[src/common/stp_pkg.sv]
// Constants, encodings and carrier types of the stepper ramp controller.
package stp_pkg;
  localparam int unsigned CLK_HZ = 25_000_000;
  localparam int unsigned RAMP_UNIT_MS = 100;
  localparam int unsigned LEVELS = 64;
  localparam logic [31:0] RAMP_UNIT_CYC = 32'(CLK_HZ / 1000 * RAMP_UNIT_MS);
  localparam logic [31:0] STEP_THR = 32'(CLK_HZ * LEVELS);
  localparam logic [31:0] SLICE_INC = 32'(LEVELS);
  localparam logic [27:0] SKIP_THR = 28'(LEVELS * LEVELS * 1000 / RAMP_UNIT_MS);
  localparam logic [6:0] LVL_MAX = 7'(LEVELS);
  localparam logic [6:0] LVL_MIN = 7'h01;
  // Register byte offsets.
  localparam logic [31:0] ADDR_CMD = 32'h0000_0000;
  localparam logic [31:0] ADDR_TARGET = 32'h0000_0004;
  localparam logic [31:0] ADDR_SPEED = 32'h0000_0008;
  localparam logic [31:0] ADDR_RAMP = 32'h0000_000C;
  localparam logic [31:0] ADDR_MODE = 32'h0000_0010;
  localparam logic [31:0] ADDR_POS = 32'h0000_0014;
  localparam logic [31:0] ADDR_MARK = 32'h0000_0018;
  localparam logic [31:0] ADDR_STATUS = 32'h0000_001C;
  // Reset values of the persistent settings.
  localparam logic [12:0] SPEED_RST = 13'h0064;
  localparam logic [7:0] RAMP_RST = 8'h00;
  localparam logic [1:0] MON_ONE = 2'h1;
  localparam logic [1:0] MON_TWO = 2'h2;
  localparam logic [1:0] MON_BOTH = 2'h3;
  typedef enum logic [1:0] {
    MODE_FULL = 2'h0, MODE_HALF = 2'h1, MODE_WAVE = 2'h2
  } stp_mode_e;
  typedef enum logic [3:0] {
    OP_ABS = 4'h0, OP_REL = 4'h1, OP_ABS_STOP = 4'h2, OP_REL_STOP = 4'h3,
    OP_CW_UNTIL = 4'h4, OP_CCW_ZERO = 4'h5, OP_CW_MARK = 4'h6,
    OP_GO_MARK = 4'h7, OP_GO_HOME = 4'h8, OP_SETTINGS = 4'h9,
    OP_SET_POWER = 4'hA, OP_SET_HOME = 4'hB, OP_SET_MARK = 4'hC,
    OP_REM_ENTER = 4'hD, OP_REM_EXIT = 4'hE, OP_NONE = 4'hF
  } stp_op_e;
  typedef enum logic [3:0] {
    ST_IDLE = 4'h1, ST_SKIP = 4'h2, ST_RUN = 4'h4, ST_REMOTE = 4'h8
  } stp_state_e;
  typedef struct packed {
    logic mode_given;
    logic ramp_given;
    logic speed_given;
    logic [3:0] pad;
    stp_op_e op;
  } stp_cmd_s;
  typedef struct packed {
    logic [12:0] speed;
    logic [7:0] ramp;
    stp_mode_e mode;
  } stp_set_s;
  typedef struct packed {
    logic lim_two;
    logic lim_one;
    logic off_power;
    logic coil_on;
    logic remote;
    logic busy;
  } stp_stat_s;
  localparam stp_set_s SET_RST = '{SPEED_RST, RAMP_RST, MODE_FULL};
endpackage

[src/verilog/stp_ctrl.sv]
// Stepper ramp controller with remote step/direction mode and AHB-Lite registers.
// Notes on behaviour
// Enter-remote: input one steps, input two direction.
// Remote: one step per step-input falling edge.
// Direction high clockwise, low counter-clockwise.
// Host holds direction stable around step fall.
// Remote keeps drive mode; position tracks steps.
// Entering remote energises the windings.
// Exit-remote returns to commands, position kept.
// After remote, idle power follows stored setting.
// Status report gives position, speed, ramp.
// Input report gives both limit input levels.
// Move commands may carry speed, ramp, mode.
// An empty parameter leaves that setting alone.
// Changed settings persist for later commands.
// Ramp uses 64 levels, each slice ramp/64.
// Levels too slow for a slice are skipped.
// Short moves start braking at the halfway point.
// Limit stop with ramp decelerates from the event.
// Zero or mark captured at the input event.
// Limit stop without ramp halts at once.
// Limit monitoring is level sensitive.
// Idle power setting: 0 released, 1 energised.
// Braking walks the levels down in reverse.
// Position counts up clockwise, down otherwise.
//
// The AHB-Lite interface to the registers and the register offsets were chosen for this implementation.
module stp_ctrl import stp_pkg::*; (
  // Clock and reset.
  input wire logic core_clk,
  input wire logic arst_n,
  // AHB-Lite slave.
  input wire logic hsel,
  input wire logic [31:0] haddr,
  input wire logic [1:0] htrans,
  input wire logic hwrite,
  input wire logic [2:0] hsize,
  input wire logic [31:0] hwdata,
  input wire logic hready,
  output logic [31:0] hrdata,
  output logic hreadyout,
  output logic hresp,
  // Limit, step and direction pins.
  input wire logic limit_input_one,
  input wire logic limit_input_two,
  // Motor drive.
  output logic step_pulse,
  output logic step_cw,
  output logic coil_energise,
  output logic [1:0] drive_mode,
  output logic busy
);
  logic [1:0] lim_s1_q, lim_q, mon_q, mon_d;
  logic lim_prev_q, ap_wr_q, ap_wr_d, hreadyout_q, cmd_pend_q, cmd_pend_d;
  logic [31:0] ap_addr_q, ap_addr_d, hrdata_q, hrdata_d, acc_q, acc_d;
  logic [31:0] slice_q, slice_d, accel_q, accel_d, slice_lim, acc_sum, rem;
  stp_cmd_s cmd_q, cmd_d;
  logic signed [31:0] target_q, target_d;
  stp_set_s stage_q, stage_d, set_q, set_d;
  stp_state_e st_q, st_d;
  logic signed [31:0] pos_q, pos_d, mark_q, mark_d, tgt_q, tgt_d, dest;
  logic off_pwr_q, off_pwr_d, cont_q, cont_d, dir_q, dir_d;
  stp_op_e op_q, op_d;
  logic [6:0] level_q, level_d, lvl_min_q, lvl_min_d;
  logic decel_q, decel_d, forced_q, forced_d, step_q, step_d;
  logic coil_q, coil_d, busy_q, busy_d, mv, evt, cap, fire, tick, stepping;
  logic [19:0] rate;
  logic [27:0] skip_prod;
  stp_stat_s stat;
  // Two-flop synchronisers for the asynchronous pins.
  always_ff @(posedge core_clk or negedge arst_n) begin
    if (!arst_n) begin
      lim_s1_q <= 2'h3;
      lim_q <= 2'h3;
      lim_prev_q <= 1'b1;
    end else begin
      lim_s1_q <= {limit_input_two, limit_input_one};
      lim_q <= lim_s1_q;
      lim_prev_q <= lim_q[0];
    end
  end
  assign stat = '{lim_q[1], lim_q[0], off_pwr_q, coil_q,
                  st_q == ST_REMOTE, busy_q};
  // Bus group: address phase capture, read mux, data phase writes.
  always_comb begin
    ap_wr_d = 1'b0;
    ap_addr_d = ap_addr_q;
    hrdata_d = hrdata_q;
    cmd_d = cmd_q;
    cmd_pend_d = 1'b0;
    target_d = target_q;
    stage_d = stage_q;
    if (ap_wr_q) begin
      case (ap_addr_q)
        ADDR_CMD: begin
          cmd_d = stp_cmd_s'(hwdata[10:0]);
          cmd_pend_d = 1'b1;
        end
        ADDR_TARGET: target_d = hwdata;
        ADDR_SPEED: stage_d.speed = hwdata[12:0];
        ADDR_RAMP: stage_d.ramp = hwdata[7:0];
        ADDR_MODE: stage_d.mode = stp_mode_e'(hwdata[1:0]);
        default: ;
      endcase
    end
    if (hready && hsel && htrans[1]) begin
      ap_wr_d = hwrite;
      ap_addr_d = haddr;
      if (!hwrite) begin
        case (haddr)
          ADDR_TARGET: hrdata_d = target_q;
          ADDR_SPEED: hrdata_d = 32'(set_q.speed);
          ADDR_RAMP: hrdata_d = 32'(set_q.ramp);
          ADDR_MODE: hrdata_d = 32'(set_q.mode);
          ADDR_POS: hrdata_d = pos_q;
          ADDR_MARK: hrdata_d = mark_q;
          ADDR_STATUS: hrdata_d = 32'(stat);
          default: hrdata_d = 32'h0000_0000;
        endcase
      end
    end
  end
  always_ff @(posedge core_clk or negedge arst_n) begin
    if (!arst_n) begin
      ap_wr_q <= 1'b0;
      ap_addr_q <= 32'h0000_0000;
      hrdata_q <= 32'h0000_0000;
      hreadyout_q <= 1'b1;
      cmd_q <= stp_cmd_s'(11'h00F);
      cmd_pend_q <= 1'b0;
      target_q <= 32'sh0000_0000;
      stage_q <= SET_RST;
    end else begin
      ap_wr_q <= ap_wr_d;
      ap_addr_q <= ap_addr_d;
      hrdata_q <= hrdata_d;
      hreadyout_q <= 1'b1;
      cmd_q <= cmd_d;
      cmd_pend_q <= cmd_pend_d;
      target_q <= target_d;
      stage_q <= stage_d;
    end
  end
  assign rate = 20'(set_q.speed) * 20'(level_q);
  assign skip_prod = 28'(rate) * 28'(set_q.ramp);
  assign slice_lim = 32'(set_q.ramp) * RAMP_UNIT_CYC;
  assign acc_sum = acc_q + 32'(rate);
  assign rem = 32'(dir_q ? tgt_q - pos_q : pos_q - tgt_q);
  assign evt = |(mon_q & ~lim_q);
  assign cap = evt && !forced_q && (st_q == ST_SKIP || st_q == ST_RUN);
  assign fire = lim_prev_q && !lim_q[0];
  assign tick = set_q.ramp != 8'h00 && slice_q + SLICE_INC >= slice_lim;
  assign stepping = acc_sum >= STEP_THR;
  // Motion group: command take, ramp walk, stepping and remote mode.
  always_comb begin
    st_d = st_q;
    set_d = set_q;
    pos_d = pos_q;
    mark_d = mark_q;
    off_pwr_d = off_pwr_q;
    tgt_d = tgt_q;
    cont_d = cont_q;
    dir_d = dir_q;
    mon_d = mon_q;
    op_d = op_q;
    level_d = level_q;
    lvl_min_d = lvl_min_q;
    acc_d = acc_q;
    slice_d = slice_q;
    accel_d = accel_q;
    decel_d = decel_q;
    forced_d = forced_q;
    step_d = 1'b0;
    dest = pos_q;
    mv = 1'b0;
    case (st_q)
      ST_IDLE: begin
        if (cmd_pend_q) begin
          if (cmd_q.op <= OP_SETTINGS) begin
            if (cmd_q.speed_given) set_d.speed = stage_q.speed;
            if (cmd_q.ramp_given) set_d.ramp = stage_q.ramp;
            if (cmd_q.mode_given) set_d.mode = stage_q.mode;
          end
          mv = 1'b1;
          cont_d = 1'b0;
          mon_d = 2'h0;
          op_d = cmd_q.op;
          case (cmd_q.op)
            OP_ABS: dest = target_q;
            OP_REL: dest = pos_q + target_q;
            OP_ABS_STOP: begin
              dest = target_q;
              mon_d = MON_BOTH;
            end
            OP_REL_STOP: begin
              dest = pos_q + target_q;
              mon_d = MON_BOTH;
            end
            OP_CW_UNTIL, OP_CW_MARK: begin
              cont_d = 1'b1;
              mon_d = MON_TWO;
            end
            OP_CCW_ZERO: begin
              cont_d = 1'b1;
              mon_d = MON_ONE;
            end
            OP_GO_MARK: dest = mark_q;
            OP_GO_HOME: dest = 32'sh0000_0000;
            OP_SET_POWER: begin
              off_pwr_d = target_q[0];
              mv = 1'b0;
            end
            OP_SET_HOME: begin
              pos_d = 32'sh0000_0000;
              mv = 1'b0;
            end
            OP_SET_MARK: begin
              mark_d = pos_q;
              mv = 1'b0;
            end
            OP_REM_ENTER: begin
              st_d = ST_REMOTE;
              mv = 1'b0;
            end
            default: mv = 1'b0;
          endcase
          if (mv && (cont_d || dest != pos_q)) begin
            dir_d = cont_d ? cmd_q.op != OP_CCW_ZERO : dest > pos_q;
            tgt_d = dest;
            st_d = ST_SKIP;
            level_d = set_d.ramp == 8'h00 ? LVL_MAX : LVL_MIN;
            acc_d = 32'h0000_0000;
            slice_d = 32'h0000_0000;
            accel_d = 32'h0000_0000;
            decel_d = 1'b0;
            forced_d = 1'b0;
          end
        end
      end
      ST_SKIP: begin
        if (evt) begin
          st_d = ST_IDLE;
        end else if (set_q.ramp != 8'h00 && level_q < LVL_MAX &&
                     skip_prod < SKIP_THR) begin
          level_d = level_q + LVL_MIN;
        end else begin
          lvl_min_d = level_q;
          st_d = ST_RUN;
        end
      end
      ST_RUN: begin
        slice_d = tick ? 32'h0000_0000 : slice_q + SLICE_INC;
        if (cap) begin
          forced_d = 1'b1;
          if (set_q.ramp == 8'h00) begin
            st_d = ST_IDLE;
          end else begin
            decel_d = 1'b1;
          end
        end else begin
          if (stepping) begin
            acc_d = acc_sum - STEP_THR;
            step_d = 1'b1;
            pos_d = dir_q ? pos_q + 32'sd1 : pos_q - 32'sd1;
            if (!decel_q) accel_d = accel_q + 32'h0000_0001;
            if (!cont_q && rem == 32'h0000_0001) st_d = ST_IDLE;
          end else begin
            acc_d = acc_sum;
          end
          if (tick) begin
            if (decel_q) begin
              if (level_q > lvl_min_q) begin
                level_d = level_q - LVL_MIN;
              end else if (forced_q) begin
                st_d = ST_IDLE;
              end
            end else if (level_q < LVL_MAX) begin
              level_d = level_q + LVL_MIN;
            end
          end
          if (!cont_q && !forced_q && rem <= accel_q) decel_d = 1'b1;
        end
      end
      ST_REMOTE: begin
        if (cmd_pend_q && cmd_q.op == OP_REM_EXIT) begin
          st_d = ST_IDLE;
        end else if (fire) begin
          step_d = 1'b1;
          dir_d = lim_q[1];
          pos_d = lim_q[1] ? pos_q + 32'sd1 : pos_q - 32'sd1;
        end
      end
      default: st_d = ST_IDLE;
    endcase
    if (cap && op_q == OP_CCW_ZERO) pos_d = 32'sh0000_0000;
    if (cap && op_q == OP_CW_MARK) mark_d = pos_q;
    coil_d = st_d != ST_IDLE || off_pwr_d;
    busy_d = st_d == ST_SKIP || st_d == ST_RUN;
  end
  always_ff @(posedge core_clk or negedge arst_n) begin
    if (!arst_n) begin
      st_q <= ST_IDLE;
      set_q <= SET_RST;
      pos_q <= 32'sh0000_0000;
      mark_q <= 32'sh0000_0000;
      off_pwr_q <= 1'b0;
      tgt_q <= 32'sh0000_0000;
      cont_q <= 1'b0;
      dir_q <= 1'b1;
      mon_q <= 2'h0;
      op_q <= OP_NONE;
      level_q <= LVL_MIN;
      lvl_min_q <= LVL_MIN;
      acc_q <= 32'h0000_0000;
      slice_q <= 32'h0000_0000;
      accel_q <= 32'h0000_0000;
      decel_q <= 1'b0;
      forced_q <= 1'b0;
      step_q <= 1'b0;
      coil_q <= 1'b0;
      busy_q <= 1'b0;
    end else begin
      st_q <= st_d;
      set_q <= set_d;
      pos_q <= pos_d;
      mark_q <= mark_d;
      off_pwr_q <= off_pwr_d;
      tgt_q <= tgt_d;
      cont_q <= cont_d;
      dir_q <= dir_d;
      mon_q <= mon_d;
      op_q <= op_d;
      level_q <= level_d;
      lvl_min_q <= lvl_min_d;
      acc_q <= acc_d;
      slice_q <= slice_d;
      accel_q <= accel_d;
      decel_q <= decel_d;
      forced_q <= forced_d;
      step_q <= step_d;
      coil_q <= coil_d;
      busy_q <= busy_d;
    end
  end
  assign hrdata = hrdata_q;
  assign hreadyout = hreadyout_q;
  assign hresp = 1'b0;
  assign step_pulse = step_q;
  assign step_cw = dir_q;
  assign coil_energise = coil_q;
  assign drive_mode = set_q.mode;
  assign busy = busy_q;
endmodule

[config.mk]
export PLATFORM = sky130hd
export DESIGN_NAME = stp_ctrl
export DESIGN_NICKNAME = d
export VERILOG_FILES = /design/src/common/stp_pkg.sv /design/src/verilog/stp_ctrl.sv
export SDC_FILE = /design/constraint.sdc
export NUM_CORES = 2
export LEC_CHECK = 0
export ABC_AREA = 1
export BUFFER_PORTS_ARGS = -buffer_cell sky130_fd_sc_hd__buf_2
export CAP_MARGIN = 20
export CORE_MARGIN = 3
export CORE_UTILIZATION = 45
export DETAILED_ROUTE_END_ITERATION = 6
export PLACE_DENSITY_LB_ADDON = 0.25
export SYNTH_ARGS = -nofsm -noshare
export SYNTH_HDL_FRONTEND = slang
export SYNTH_SLANG_ARGS = --single-unit
[constraint.sdc]
create_clock -name core_clk -period 28.8 [get_ports core_clk]
set_input_delay 5.76 -clock core_clk [delete_from_list [all_inputs] [get_ports core_clk]]
set_output_delay 5.76 -clock core_clk [all_outputs]
set_load 0.02 [all_outputs]
==> impl_results.md <==
- Sw power: 0.301 mW
- Post-layout util: 0.490
- GR peak layer: met2
- Comb power frac: 0.041
- Max transition margin: 0.280
- Clk sink count: 374
- Clk Latency, worst-skew pair: 0.61 ns
- # IOs: 116
- RSZ-0062 raised after global routing: false
- M2 GR Usage: 0.397
- Die Ht: 305 µm
- Clock Power Share: 0.508
- Die ar.: 0.0932 mm²
- N_diodes: 0
- Hold Vio Cnt, Final: 0
- R2R depth: 44
- Power per standard cell area: 27.7 mW/mm²
- Placed cell areas: 0.0418 mm²
- Synth Flop Type: dfrtp_1
- Pin count of the biggest net entering global routing: 166
- Total wire length: 121000 µm
- Net count after synthesis: 6481
- GRT Util Overall: 0.256
- CP Capture Type: flip-flop
- Most numerous cell on the critical path: nand2_1
- Biggest area consumer among synthesized cells: dfrtp_1
- CP Buf/Inv Count: 7
- # resized after CTS: 0
- CP Class: flip-flop to flip-flop
- Commonest cells post-synth: nand2_1, inv_1, nor2_1
- Switch share: 0.250
- Worst Setup Start Kind: flip-flop
- Top delay family on crit path: adder cells
- Synth warn: 0
- Layout Nets: 6496
- CP required: 29.26 ns
- Vias in the first global route: 36.1k
- Initial core utilization: 0.455
- Clock Tree Buf Depth: 3
- Starting DRT DRC Count: 3164
- Placed cell count: 6977
- Synth-to-layout area growth: 7.72%
- Grt met1 use: 0.379
- Sequential area share after synthesis: 0.233
- Status: complete, no violations
- Final worst setup slack: 17.77 ns
- Mapped Cells: 5849
- Crit path time final: 11.03 ns
- Setup WS pre-CTS: 17.87 ns
- Postcts setup bufs: 0
- Synth area leaders: dfrtp_1, nand2_1, ha_1, inv_1, fa_1
- Worst path max stage delay: 0.87 ns
- Setup Skew: 0.0338 ns
- Slowest stage cell, crit path: dfrtp_1
- Sequential Power Share: 0.451
- Maxcap violations: 0
- Fin cells: 7069
- FF+latch area: 0.00939 mm²
- Final Instance Area: 0.0434 mm²
- Root buf cell: clkbuf_16
- DRT antenna net count: 0
- Fmax achieved: 90.6 MHz
- Worst-path clk slew: 0.06 ns
- Vias/cell: 5.38
- First-pass GRT wire length: 195000 µm
- GPL Wtd Cong: 0.918
- Fin. max-slew vios: 0
- Area of the multi-input gates: 0.0263 mm²
- H-Tree Level Count: 2
- Synth Register Bits: 374
- Setup TNS: 0 ns
- Number of synthesized flops with an enable pin: 0
- Initial DRT Pass Iterations: 5
- Pleak: 23.5 nW
- Worst Tran Pin Value: 1.08 ns
- Core area: 0.0886 mm²
- DRC: 0
- WP depth: 44
- WL per Instance: 17.1 µm
- Hold depth: 0
- Overflow after GRT: 0
- Final Setup Violations: 0
- CTS tree: built
- Cell Rows: 109
- Via count: 38.0k
- Dpl hpwl: 93800 µm
- Initial antenna violation count: 1
- Synth Area per Inst: 6.89 µm²
- Fill cells: 8966
- Critical Path AT: 11.49 ns
- Buffers on Ports: 109
- Worst vdd ir: 0.0000460 V
- Die W: 305 µm
- Cell Int Power: 0.902 mW
- Hold Crit Class: flip-flop to flip-flop
- Crit-path max FO: 18
- Top-count cell post-synth: nand2_1
- Total CTS buffers: 48
- Number of hold buffers added after cts: 0
- Yosys cell types: 68
- Share of post-route cells with drive strength above 1: 0.0676
- FFs w/ async S/R, synth: 1.00
- Grt met3 use: 0.0368
- Final period util: 0.383
- Share of the synthesized area in the top cell type: 0.218
- Cell Area, Synth: 0.0403 mm²
state kept, by name (all words and copies together) (netlist names), 21 cells and up:
signal / cells
target_q: 32
set_q: 21
mark_q: 32
slice_q: 26
pos_q: 32
acc_q: 32
hrdata: 32
ap_addr_q: 32
accel_q: 32
tgt_q: 32
stage_q: 23
routing by layer:
metal / wire [µm] / vias up
li1: - / 18700
met1: 56900 / 18000
met2: 52100 / 1219
met3: 8960 / 144
met4: 2680 / 0
met5: 0 / -
power groups by stage:
| stage | sequential, mW | clock, mW | combinational, mW |
|---|---|---|---|
| finish | 0.543 | 0.612 | 0.0489 |
| detailed placement | 0.552 | 0 | 0.0495 |
| global route | 0.544 | 0.643 | 0.0563 |
| floorplan | 0.549 | 0 | 0.0241 |
| global placement | 0.552 | 0 | 0.0488 |
| CTS | 0.543 | 0.624 | 0.0497 |
area by class of cell:
cell class	instances	share of cell area
Clock buffer	68	0.0312
Clock inverter	22	0.00522
Inverter	1030	0.0890
Multi-Input combinational cell	4266	0.605
Sequential cell	374	0.216
Tap cell	1165	0.0336
Timing Repair Buffer	144	0.0197
cells by family (layout without fill, tap and decap cells):
family                     after synthesis  in the layout  share of synthesized area
AOI/OAI and AO/OA                      919            919                      0.129
and+or+nand+nor                       2593           2593                      0.270
other                                    2              2                   0.000186
muxes                                   25             25                    0.00698
adders and majority gates              556            556                      0.207
buffers and inverters                 1209           1264                      0.116
xor gates and xnor gates               171            171                     0.0375
DFF                                    374            374                      0.233
cells in the final DEF, fill, tap and decap left out, types with 20 or more instances in the layout:
cell and instances:
nand4_1 65, clkbuf_16 48, mux2_2 25, or2_2 50, nor3_1 83, a21boi_0 20, nor2_1 445, buf_4 32
a21oi_1 270, xnor2_1 26, o21ai_1 55, o22ai_1 90, nand3b_1 23, nand2_1 1546, ha_1 371, buf_2 108
xor2_1 143, o21ai_0 338, nor4_1 37, dfrtp_1 351, nand3_1 284, dfstp_2 23, a221oi_1 34, fa_1 185
inv_1 1004
per-stage QoR:
stage	total power, mW	hold slack (ns)
6_report	1.20	0.357
5_1_grt	1.24	0.364
4_1_cts	1.22	0.358
3_5_place_dp	0.602	0.349
3_3_place_gp	0.600	0.346
2_1_floorplan	0.574	0.345
path summary, 6_finish.rpt:
kind,startpoint,endpoint,slack (ns)
worst max register to register,level_q[6],level_q[2],17.77
worst min register to register,lim_s1_q[1],lim_q[1],0.36
worst min-delay path,lim_s1_q[1],lim_q[1],0.36
min in group asynchronous,arst_n,accel_q[22],5.16
worst max-delay path,level_q[6],level_q[2],17.77
max in group asynchronous,arst_n,ap_addr_q[8],21.42
(Power assumes the default switching activity.)
